File: src/design/acs_defs.svh
/*
 Offsets, field positions, reset values and timing counts for the
 calibration sequencer. Assumes a 100 MHz master clock and byte
 addressing on the register bus.
*/
`ifndef ACS_DEFS_SVH
`define ACS_DEFS_SVH

// ------------------------------------------------------------------
// Register offsets
// ------------------------------------------------------------------
`define ACS_OFS_CTRL       8'h00
`define ACS_OFS_STATUS     8'h04
`define ACS_OFS_IRQ_STATUS 8'h08
`define ACS_OFS_IRQ_MASK   8'h0C
`define ACS_OFS_DATA       8'h10
`define ACS_OFS_ZERO       8'h14
`define ACS_OFS_SLOPE      8'h18

// ------------------------------------------------------------------
// Fields and reset values
// ------------------------------------------------------------------
`define ACS_IRQ_DONE       0
`define ACS_IRQ_IGNORED    1
`define ACS_CTRL_RESET     1'h1
`define ACS_MASK_RESET     2'h0
`define ACS_UNI_SHIFT      20
`define ACS_BI_SHIFT       19

// ------------------------------------------------------------------
// Timing counts in master clock cycles
// ------------------------------------------------------------------
`define ACS_STROBE_MIN     3'h4
`define ACS_SELF_CYCLES    3145655
`define ACS_SYS_OFS_CYCLES 1052599
`define ACS_SYS_GAIN_CYCLES 1068813
`define ACS_ONE_OFS_CYCLES 2117389
`define ACS_SETTLE_CYCLES  1024

`endif

File: src/design/acs_pkg.sv
/*
 Types shared by the calibration sequencer: sequencer states,
 calibration kinds and measurement sources. No assumptions.
*/
package acs_pkg;

    // --------------------------------------------------------------
    // Sequencer state, one-hot
    // --------------------------------------------------------------
    typedef enum logic [2:0] {
        ST_IDLE   = 3'h1,
        ST_CAL    = 3'h2,
        ST_SETTLE = 3'h4
    } acs_state_type;

    // Calibration kind, coded as {cal_select_a, cal_select_b}
    typedef enum logic [1:0] {
        KIND_SELF     = 2'h0,
        KIND_SYS_GAIN = 2'h1,
        KIND_ONE_OFS  = 2'h2,
        KIND_SYS_OFS  = 2'h3
    } acs_kind_type;

    typedef enum logic [1:0] {
        SRC_INPUT  = 2'h0,
        SRC_GROUND = 2'h1,
        SRC_REF    = 2'h2
    } acs_src_type;

endpackage : acs_pkg

File: src/design/acs_adc_calibration_sequencer.sv
/*
 Calibration sequencer of a sigma-delta converter with an Avalon-MM
 register slave. Assumes reading and conv_word come from the filter
 on clk; strobe, selects and polarity are asynchronous pins.
*/
// Decided for this implementation: the placing of the registers and the Avalon-MM slave port.
`timescale 1ns/1ps
`include "acs_defs.svh"

module acs_adc_calibration_sequencer #(
    parameter int SELF_CYCLES     = `ACS_SELF_CYCLES,
    parameter int SYS_OFS_CYCLES  = `ACS_SYS_OFS_CYCLES,
    parameter int SYS_GAIN_CYCLES = `ACS_SYS_GAIN_CYCLES,
    parameter int ONE_OFS_CYCLES  = `ACS_ONE_OFS_CYCLES,
    parameter int SETTLE_CYCLES   = `ACS_SETTLE_CYCLES
) (
    // Clock and reset
    input  wire logic        clk,
    input  wire logic        rst,
    // Calibration pins
    input  wire logic        calibrate_strobe,
    input  wire logic        cal_select_a,
    input  wire logic        cal_select_b,
    input  wire logic        polarity_select,
    // Converter datapath
    input  wire logic [23:0] reading,
    input  wire logic [19:0] conv_word,
    output logic      [1:0]  meas_source,
    output logic             data_ready_n,
    output logic      [19:0] data_word,
    // Avalon-MM slave
    input  wire logic [7:0]  address,
    input  wire logic        read,
    input  wire logic        write,
    input  wire logic [31:0] writedata,
    output logic      [31:0] readdata,
    output logic             waitrequest,
    // Interrupt
    output logic             irq
);

    // --------------------------------------------------------------
    // Functions
    // --------------------------------------------------------------
    function automatic logic [21:0] cal_len(input logic [1:0] kind);
        case (kind)
            acs_pkg::KIND_SELF:     cal_len = 22'(SELF_CYCLES - 1);
            acs_pkg::KIND_SYS_OFS:  cal_len = 22'(SYS_OFS_CYCLES - 1);
            acs_pkg::KIND_SYS_GAIN: cal_len = 22'(SYS_GAIN_CYCLES - 1);
            default:                cal_len = 22'(ONE_OFS_CYCLES - 1);
        endcase
    endfunction : cal_len

    function automatic logic [23:0] calc_slope(input logic [23:0] span,
                                               input logic        bip);
        calc_slope = bip ? (span >> `ACS_BI_SHIFT)
                         : (span >> `ACS_UNI_SHIFT);
    endfunction : calc_slope

    // --------------------------------------------------------------
    // State
    // --------------------------------------------------------------
    logic                  strobe_s1;
    logic                  strobe_s2;
    logic                  strobe_s3;
    logic                  sel_a_s1;
    logic                  sel_a_s2;
    logic                  sel_b_s1;
    logic                  sel_b_s2;
    logic                  pol_s1;
    logic                  pol_s2;
    acs_pkg::acs_state_type state;
    acs_pkg::acs_state_type next_state;
    logic [1:0]            kind;
    logic [1:0]            next_kind;
    logic [1:0]            sel_cap;
    logic [1:0]            next_sel_cap;
    logic [2:0]            high_cnt;
    logic [2:0]            next_high_cnt;
    logic [21:0]           cnt;
    logic [21:0]           next_cnt;
    logic [23:0]           zero_pt;
    logic [23:0]           next_zero_pt;
    logic [23:0]           full_pt;
    logic [23:0]           next_full_pt;
    logic [23:0]           slope;
    logic [23:0]           next_slope;
    logic                  offset_done;
    logic                  next_offset_done;
    logic                  two_step_done;
    logic                  next_two_step_done;
    logic [1:0]            next_meas_source;
    logic                  next_data_ready_n;
    logic [19:0]           next_data_word;
    logic                  cal_enable;
    logic                  next_cal_enable;
    logic [1:0]            irq_status;
    logic [1:0]            next_irq_status;
    logic [1:0]            irq_mask;
    logic [1:0]            next_irq_mask;
    logic                  next_irq;
    logic [31:0]           next_readdata;
    logic                  next_waitrequest;

    logic                  strobe_rise;
    logic                  strobe_fall;
    logic                  strobe_ok;
    logic                  bus_wr;
    logic [1:0]            ev;
    logic [23:0]           span;

    assign strobe_rise = strobe_s2 & ~strobe_s3;
    assign strobe_fall = ~strobe_s2 & strobe_s3;
    assign strobe_ok   = (high_cnt >= `ACS_STROBE_MIN);
    assign bus_wr      = write & ~waitrequest;
    assign span        = full_pt - zero_pt;

    // --------------------------------------------------------------
    // Next-state logic
    // --------------------------------------------------------------
    always_comb
    begin
        next_state         = state;
        next_kind          = kind;
        next_sel_cap       = sel_cap;
        next_high_cnt      = high_cnt;
        next_cnt           = cnt;
        next_zero_pt       = zero_pt;
        next_full_pt       = full_pt;
        next_slope         = slope;
        next_offset_done   = offset_done;
        next_two_step_done = two_step_done;
        next_meas_source   = meas_source;
        next_data_ready_n  = data_ready_n;
        next_data_word     = data_word;
        ev                 = 2'h0;

        // Width of the high phase, saturating at the minimum
        if (strobe_rise)
        begin
            next_high_cnt = 3'h1;
            if (state == acs_pkg::ST_IDLE)
            begin
                next_sel_cap = {sel_a_s2, sel_b_s2};
            end
        end
        else if (strobe_s2 && !strobe_ok)
        begin
            next_high_cnt = high_cnt + 3'h1;
        end

        // A full strobe ignored while a step runs is flagged so software can see the misuse
        if (strobe_fall && strobe_ok && state != acs_pkg::ST_IDLE)
        begin
            ev[`ACS_IRQ_IGNORED] = 1'b1;
        end

        case (state)
            acs_pkg::ST_IDLE:
            begin
                if (strobe_fall && strobe_ok && cal_enable)
                begin
                    next_state        = acs_pkg::ST_CAL;
                    next_kind         = sel_cap;
                    next_cnt          = cal_len(sel_cap);
                    next_data_ready_n = 1'b1;
                    next_meas_source  = (sel_cap == acs_pkg::KIND_SELF)
                                      ? acs_pkg::SRC_GROUND
                                      : acs_pkg::SRC_INPUT;
                end
            end
            acs_pkg::ST_CAL:
            begin
                // Running step holds ready high; strobes only set the ignored flag
                next_cnt = cnt - 22'h1;
                if (cnt == (cal_len(kind) >> 1)
                    && (kind == acs_pkg::KIND_SELF
                        || (kind == acs_pkg::KIND_ONE_OFS
                            && !two_step_done)))
                begin
                    // Zero point taken at half time, then reference
                    next_zero_pt     = reading;
                    next_meas_source = acs_pkg::SRC_REF;
                end
                if (cnt == 22'h0)
                begin
                    ev[`ACS_IRQ_DONE] = 1'b1;
                    next_meas_source  = acs_pkg::SRC_INPUT;
                    case (kind)
                        acs_pkg::KIND_SELF:
                        begin
                            next_full_pt = reading;
                            next_slope   = calc_slope(reading - zero_pt,
                                                      pol_s2);
                            next_offset_done   = 1'b0;
                            next_two_step_done = 1'b0;
                            next_cnt   = 22'(SETTLE_CYCLES - 1);
                            next_state = acs_pkg::ST_SETTLE;
                        end
                        acs_pkg::KIND_SYS_OFS:
                        begin
                            next_zero_pt = reading;
                            if (two_step_done)
                            begin
                                // Gain kept: full point moves with zero
                                next_full_pt = reading + span;
                            end
                            next_offset_done  = 1'b1;
                            next_data_word    = 20'h00000;
                            next_data_ready_n = 1'b0;
                            next_state        = acs_pkg::ST_IDLE;
                        end
                        acs_pkg::KIND_SYS_GAIN:
                        begin
                            next_full_pt = reading;
                            next_slope   = calc_slope(reading - zero_pt,
                                                      pol_s2);
                            // Gain without a prior offset step is not a pair
                            next_two_step_done = offset_done;
                            next_data_word    = 20'hFFFFF;
                            next_data_ready_n = 1'b0;
                            next_state        = acs_pkg::ST_IDLE;
                        end
                        default:
                        begin
                            if (two_step_done)
                            begin
                                next_zero_pt = reading;
                                next_full_pt = reading + span;
                            end
                            else
                            begin
                                next_full_pt = reading;
                                next_slope   = calc_slope(
                                    reading - zero_pt, pol_s2);
                            end
                            next_data_word    = 20'h00000;
                            next_data_ready_n = 1'b0;
                            next_state        = acs_pkg::ST_IDLE;
                        end
                    endcase
                end
            end
            acs_pkg::ST_SETTLE:
            begin
                next_cnt = cnt - 22'h1;
                if (cnt == 22'h0)
                begin
                    next_data_word    = conv_word;
                    next_data_ready_n = 1'b0;
                    next_state        = acs_pkg::ST_IDLE;
                end
            end
            default:
            begin
                next_state = acs_pkg::ST_IDLE;
            end
        endcase
    end

    // --------------------------------------------------------------
    // Register slave and interrupt
    // --------------------------------------------------------------
    always_comb
    begin
        next_cal_enable  = cal_enable;
        next_irq_mask    = irq_mask;
        next_readdata    = readdata;
        next_waitrequest = 1'b1;
        // Set wins over a write-one clear in the same cycle
        next_irq_status  = irq_status | ev;
        if (bus_wr)
        begin
            case (address)
                `ACS_OFS_CTRL:
                    next_cal_enable = writedata[0];
                `ACS_OFS_IRQ_STATUS:
                    next_irq_status = (irq_status & ~writedata[1:0]) | ev;
                `ACS_OFS_IRQ_MASK:
                    next_irq_mask = writedata[1:0];
                default:
                    next_cal_enable = cal_enable;
            endcase
        end
        // One wait cycle: data loaded on the edge that drops waitrequest
        if ((read || write) && waitrequest)
        begin
            next_waitrequest = 1'b0;
            case (address)
                `ACS_OFS_CTRL:
                    next_readdata = {31'h0, cal_enable};
                `ACS_OFS_STATUS:
                    next_readdata = {24'h0, pol_s2, two_step_done,
                                     offset_done, kind, state};
                `ACS_OFS_IRQ_STATUS:
                    next_readdata = {30'h0, irq_status};
                `ACS_OFS_IRQ_MASK:
                    next_readdata = {30'h0, irq_mask};
                `ACS_OFS_DATA:
                    next_readdata = {12'h0, data_word};
                `ACS_OFS_ZERO:
                    next_readdata = {8'h0, zero_pt};
                `ACS_OFS_SLOPE:
                    next_readdata = {8'h0, slope};
                default:
                    next_readdata = 32'h0;
            endcase
        end
        next_irq = |(next_irq_status & next_irq_mask);
    end

    // --------------------------------------------------------------
    // Registers
    // --------------------------------------------------------------
    always_ff @(posedge clk or posedge rst)
    begin
        if (rst)
        begin
            strobe_s1     <= 1'b0;
            strobe_s2     <= 1'b0;
            strobe_s3     <= 1'b0;
            sel_a_s1      <= 1'b0;
            sel_a_s2      <= 1'b0;
            sel_b_s1      <= 1'b0;
            sel_b_s2      <= 1'b0;
            pol_s1        <= 1'b0;
            pol_s2        <= 1'b0;
            state         <= acs_pkg::ST_IDLE;
            kind          <= 2'h0;
            sel_cap       <= 2'h0;
            high_cnt      <= 3'h0;
            cnt           <= 22'h0;
            zero_pt       <= 24'h0;
            full_pt       <= 24'h0;
            slope         <= 24'h0;
            offset_done   <= 1'b0;
            two_step_done <= 1'b0;
            meas_source   <= 2'h0;
            data_ready_n  <= 1'b1;
            data_word     <= 20'h0;
            cal_enable    <= `ACS_CTRL_RESET;
            irq_status    <= 2'h0;
            irq_mask      <= `ACS_MASK_RESET;
            irq           <= 1'b0;
            readdata      <= 32'h0;
            waitrequest   <= 1'b1;
        end
        else
        begin
            strobe_s1     <= calibrate_strobe;
            strobe_s2     <= strobe_s1;
            strobe_s3     <= strobe_s2;
            sel_a_s1      <= cal_select_a;
            sel_a_s2      <= sel_a_s1;
            sel_b_s1      <= cal_select_b;
            sel_b_s2      <= sel_b_s1;
            // Live level, never latched
            pol_s1        <= polarity_select;
            pol_s2        <= pol_s1;
            state         <= next_state;
            kind          <= next_kind;
            sel_cap       <= next_sel_cap;
            high_cnt      <= next_high_cnt;
            cnt           <= next_cnt;
            zero_pt       <= next_zero_pt;
            full_pt       <= next_full_pt;
            slope         <= next_slope;
            offset_done   <= next_offset_done;
            two_step_done <= next_two_step_done;
            meas_source   <= next_meas_source;
            data_ready_n  <= next_data_ready_n;
            data_word     <= next_data_word;
            cal_enable    <= next_cal_enable;
            irq_status    <= next_irq_status;
            irq_mask      <= next_irq_mask;
            irq           <= next_irq;
            readdata      <= next_readdata;
            waitrequest   <= next_waitrequest;
        end
    end

endmodule : acs_adc_calibration_sequencer

File: config.mk
export PLATFORM = sky130hd
export DESIGN_NAME = acs_adc_calibration_sequencer
export DESIGN_NICKNAME = d
export VERILOG_FILES = /design/src/design/acs_pkg.sv /design/src/design/acs_adc_calibration_sequencer.sv
export VERILOG_INCLUDE_DIRS = /design/src /design/src/design
export SDC_FILE = /design/constraint.sdc
export NUM_CORES = 1
export LEC_CHECK = 0
export ABC_CLOCK_PERIOD_IN_PS = 5900
export BUFFER_PORTS_ARGS = -buffer_cell sky130_fd_sc_hd__buf_2
export CAP_MARGIN = 20
export CELL_PAD_IN_SITES_DETAIL_PLACEMENT = 1
export CELL_PAD_IN_SITES_GLOBAL_PLACEMENT = 1
export CORE_MARGIN = 10
export CORE_UTILIZATION = 42
export CTS_BUF_LIST = sky130_fd_sc_hd__clkbuf_16
export DETAILED_ROUTE_END_ITERATION = 10
export PLACE_DENSITY = 0.8
export SYNTH_ARGS = -nofsm -noshare
export SYNTH_HDL_FRONTEND = slang
export SYNTH_SLANG_ARGS = --single-unit
File: constraint.sdc
create_clock -name clk -period 5.9 [get_ports clk]
set_input_delay 1.18 -clock clk [delete_from_list [all_inputs] [get_ports clk]]
set_output_delay 1.18 -clock clk [all_outputs]
set_load 0.1 [all_outputs]
# Word-level counts from Yosys, hierarchy flattened
# Index checks and enable logic that the tools add are counted.
[totals] ff_bits=153 inputBits=92 out_inout_bits=57
[classes] add_sub_neg=3 magnitude_cmp=1 eq_ne=22 n_mux=46 bitwise=12 n_reduce_logical=34
[op_table] cell="$pmux 22 s3" count=3
[op_table] cell="$pmux 24 s7" count=1
[op_table] cell="$mux 24" count=4
[op_table] cell="$pmux 24 s2" count=2
[op_table] cell="$mux 22" count=4
[op_table] cell="$pmux 20 s2" count=2
[op_table] cell="$mux 20" count=2
[op_table] cell="$eq 8x5->1 const B" count=3
[op_table] cell="$sub 24x24->24" count=1
[op_table] cell="$eq 22x21->1" count=1
[op_table] cell="$logic_not 22->1" count=1
[op_table] cell="$sub 22x1->22 const B" count=1
[op_table] cell="$mux 3" count=6
[op_table] cell="$eq 8x4->1 const B" count=2
[op_table] cell="$mux 2" count=7
[op_table] cell="$reduce_and 3->1" count=4
[op_table] cell="$reduce_bool 2->1" count=5
[op_table] cell="$mux 1" count=9
[op_table] cell="$pmux 3 s3" count=1
[op_table] cell="$eq 8x3->1 const B" count=1
[op_table] cell="$logic_not 8->1" count=1
[op_table] cell="$ne 2x2->1 const B" count=4
[op_table] cell="$reduce_and 2->1" count=4
[op_table] cell="$reduce_and 4->1" count=2
[op_table] cell="26 further kinds" count=47

# Longest topological paths before layout
[logic_depth] word_depth=10 depth_mapped=11

# Worst setup path after synthesis
# OpenSTA, ideal clock, no wires.
[synth_timing] kind="input port to flip-flop" start="in reading[8]" end="reg slope[1]" setup_time_ns=0.110 arrival_ns=2.959 path_slack_ns=2.831 cell_stages=8 path_buffers=0 cell_sequence="ha_1 -> and4_1 -> nand3_1 -> or4_1 -> a31oi_1 -> nor4_1 -> o21a_1 -> o41ai_1"
[synth_via] elab_chain_len=4
[synth_lines] element="start: declaration" line_no="acs_adc_calibration_sequencer.sv:26" rtl="input wire logic [23:0] reading,"
[synth_lines] element="$sub 24x24->24 *" line_no="acs_adc_calibration_sequencer.sv:193, acs_adc_calibration_sequencer.sv:216, acs_adc_calibration_sequencer.sv:235"
[synth_lines] element="$mux 5 *" line_no="acs_adc_calibration_sequencer.sv:56" rtl="calc_slope = bip ? (span >> `ACS_BI_SHIFT)"
[synth_lines] element="$mux 24" line_no="acs_adc_calibration_sequencer.sv:226" rtl="if (two_step_done)"
[synth_lines] element="$pmux 24 s2 *" line_no="acs_adc_calibration_sequencer.sv:189" rtl="case (kind)"
[synth_lines] element="end signal: assignment" line_no="acs_adc_calibration_sequencer.sv:367" rtl="slope <= next_slope;"
[synth_lines] element="end: declaration" line_no="acs_adc_calibration_sequencer.sv:86" rtl="logic [23:0] slope;"
# Every way passes the cells marked *; elsewhere a longest branch is shown, timed or not. The select of a mux whose other input is x is not followed.
# A chain may end at the register's enable or synchronous reset.

# Worst setup path after layout
[layout_timing] start="reg cnt[0]" end="reg cnt[21]"
[layout_via] elab_chain_len=4 word_cells_on_any_way=5 cone_classes="add/sub: 1; mux: 3; reduce/logical: 1"
[layout_lines] element="start: declaration" line_no="acs_adc_calibration_sequencer.sv:80" rtl="logic [21:0] cnt;"
[layout_lines] element="start signal: assignment" line_no="acs_adc_calibration_sequencer.sv:364" rtl="cnt <= next_cnt;"
[layout_lines] element="$sub 22x1->22" line_no="acs_adc_calibration_sequencer.sv:175, acs_adc_calibration_sequencer.sv:246"
[layout_lines] element="$mux 22" line_no="acs_adc_calibration_sequencer.sv:189"
[layout_lines] element="$mux 22" line_no="acs_adc_calibration_sequencer.sv:185" rtl="if (cnt == 22'h0)"
[layout_lines] element="$pmux 22 s3 *" line_no="acs_adc_calibration_sequencer.sv:158" rtl="case (state)"
# Every way passes the cells marked *; elsewhere a longest branch is shown, timed or not.

==> results.toml <==
[outcome]
status = "complete, no violations"

[clocking]
h-tree-depth = 4
cts_resized = 0
cts_buffer_depth = 2
cts_buffers = 17
clk_transition_reported_paths_ps = 60
insertion_delay_ps = 430
cts.sinks = 126
cts_hold_buf = 0
cts_setup_buffers = 0
cts_tree = "yes"
cts_root_buffer = "clkbuf_16"

[hold_path]
whs_endpoint = "pol_s2"
hp-start = "pol_s1"
whs_path_depth = 0
hold_path.class = "reg2reg"

[logic_synthesis]
yosys_warnings = 0
ys_ff_latch = 126
seq_area_frac_synth_pct = 45.85
syn_area_per_cell_um2 = 9.346
synth_edf_count = 0
ys_top_cells_by_count = "dfrtp_1, nand2_1, o21ai_0"
synth_top_area_share_pct = 44.32
synth_area_leaders = "dfrtp_1, ha_1, o21ai_0"
yosysMostFrequentCell = "dfrtp_1"
synth_area_um2 = 6888
synthArstFlopShare_pct = 100.0
yosysTopAreaCell = "dfrtp_1"
postSynthCellCount = 737
ys.flop_type = "dfrtp_1"
synth_cell_types = 67

[die]
dieHeight_um = 148.1
dieArea_um2 = 21920
ios = 149
start_util_pct = 43.05
core_um2 = 16000
rows = 46
die_x_um = 148.1

[worst_setup_path]
cp-start-kind = "flop"
worst-path-stages = 9
rr_startpoint = "cnt[0]"
cpMaxStageDelayCell = "nor2_1"
worst_setup_path_end_kind = "flop"
cp_max_fo = 13
r2r_slack_ps = 2280
worstReg2RegEnd = "cnt[21]"
required_ps = 6210
worstSetupPathType = "reg2reg"
cp_num_buf_inv = 1
critical-path-top-delay-family = "simple AND/OR/NAND/NOR gates"
crit_arrival_ps = 3930
r2r_cells = 9
max_stage_delay_ps = 670
path_cells = "inv_1 -> ha_1 -> or3b_1 -> or4_4 -> nor4_4 -> a21oi_2 -> nor2_1 -> o21ai_0 -> a22o_1"

[final_layout]
drive_gt1_share_pct = 20.26
design_area_um2 = 8167
nets = 964
antenna_cells = 0
layout-area-overhead-vs-synth_pct = 18.56

[route]
ant_nets = 0
viasPerCell = 5.902
wl_per_cell_um = 21.38
routed_wl_um = 22780
drt_iter0_drc = 386
drt_first_pass_iters = 7
vias = 6286
drc = 0

[pwr]
clockPowerShare_pct = 42.7
switching_share_pct = 30.46
internal_power_mw = 1.644
pwr-share-comb_pct = 17.7
ir_worst_vdd_mv = 0.2514
p_leak_nw = 3.791
switchingPower_mw = 0.7199
p_seq_share_pct = 39.7
cellPowerDensity_nw_per_um2 = 289.4

[placed_design]
portBuffers = 110
dpl_cell_area_um2 = 7595
gp_congestion = 0.8292
place_hpwl_um = 16160
dp_slack_ps = 2261

[grt]
antenna_found_initial = 0
grt_first_pass_wirelength_um = 36490
grt_pass1_vias = 6929
grt_usage_pct = 20.64
grt_max_degree = 77
gr-total-overflow = 0

[sta]
hold_viol_final = 0
tns_ps = 0
rsz0062_at_grt = "no"
tightest_slew_ps = 1069
setup_slack_ps = 2284
holdWs_ps = 348.4
fin_crit_sh_pct = 61.29
relSlewSlack_pct = 26.90
setup_viol = 0
fin_skew_ps = 8.678
period_minus_slack_ps = 3616
max_freq_mhz = 276.5
slew_viol_final = 0

[job]
cap_violations = 0
==> metrics by stage <==
step | power (mW) | utilization (%) | cells
global route | 2.466 | 51.04 | 1065
CTS | 2.376 | 50.95 | 1064
global placement | 1.336 | 47.47 | 1032
detailed placement | 1.362 | 47.47 | 1032
floorplan | 1.233 | - | 744
finish | 2.364 | 51.04 | 1065
==> worst reg2reg max path, stage by stage, from the launching register on <==
cell and delay (ps):
dfrtp_1 400, inv_1 110, ha_1 190, or3b_1 480
or4_4 550, nor4_4 480, a21oi_2 130, nor2_1 670
o21ai_0 220, a22o_1 270
==> per-layer routing <==
metal / routed length, um / up-vias / global-route usage [%]
met5: 0 / - / 0
met2: 12270 / 143 / 37.90
met3: 991 / 28 / 5.249
li1: - / 2872 / -
met4: 321 / 0 / 5.203
met1: 9190 / 3243 / 23.17
==> sequential cells by signal, summed over array words and instances, names as in the netlist, 3 cells and up <==
signal	cells
zero_pt	24
data_word	20
state	3
readdata	24
cnt	22
slope	5
high_cnt	3
==> worst max-delay path by stage <==
stage	slack (ps)	start	to
4_1_cts	2340	cnt[0]	cnt[21]
3_3_place_gp	2300	reading[1]	slope[0]
3_5_place_dp	2260	reading[1]	slope[1]
5_1_grt	2140	cnt[0]	cnt[21]
2_1_floorplan	1370	rst	cnt[0]
6_report	2280	cnt[0]	cnt[21]
==> cell type report <==
type                       instances  area, um^2
clock buffer                      17       425.4
clock inverter                    15       131.4
fill                            1886        7834
inverter                          40       152.6
multi-input combinational        533        3411
sequential                       126        3158
tap                              216       270.3
timing repair buffer             118       618.1
==> cell usage in the layout (no fill, tap or decap), types with 6 or more instances in the layout <==
cell	netlist	routed
conb_1	1	8
nor4_1	10	10
nor2_1	33	33
buf_4	8	7
clkbuf_16	0	17
nor3_1	15	15
a21oi_1	59	59
nand3_1	13	13
a22o_1	31	31
a31oi_1	6	6
o31ai_1	7	7
inv_1	40	41
ha_1	36	36
buf_2	4	110
o21a_1	8	8
a211o_1	6	6
dfrtp_1	122	122
o21ai_0	81	79
a22oi_1	13	13
mux2_2	8	8
a21o_1	13	13
nand2_1	81	81
nand2b_1	6	6
or3_1	13	13
==> cells by family after synthesis <==
group                      Yosys count  synth area share, %
AOI/OAI and AO/OA                  259                24.20
xor gates and xnor gates             4               0.5087
adders and majority gates           36                6.539
buffers and inverters               85                5.250
DFF                                126                45.85
muxes                               10                1.599
other                                1              0.05444
and+or+nand+nor                    216                16.00
==> power by group through the flow <==
stage	Combinational (mW)	Sequential [mW]	Clock, mW
after floorplan	0.284	0.949	0
after global placement	0.388	0.947	0
after detailed placement	0.410	0.952	0
after CTS	0.418	0.938	1.02
after global routing	0.459	0.943	1.06
final	0.417	0.938	1.01
Power figures use the tool's default switching activity.
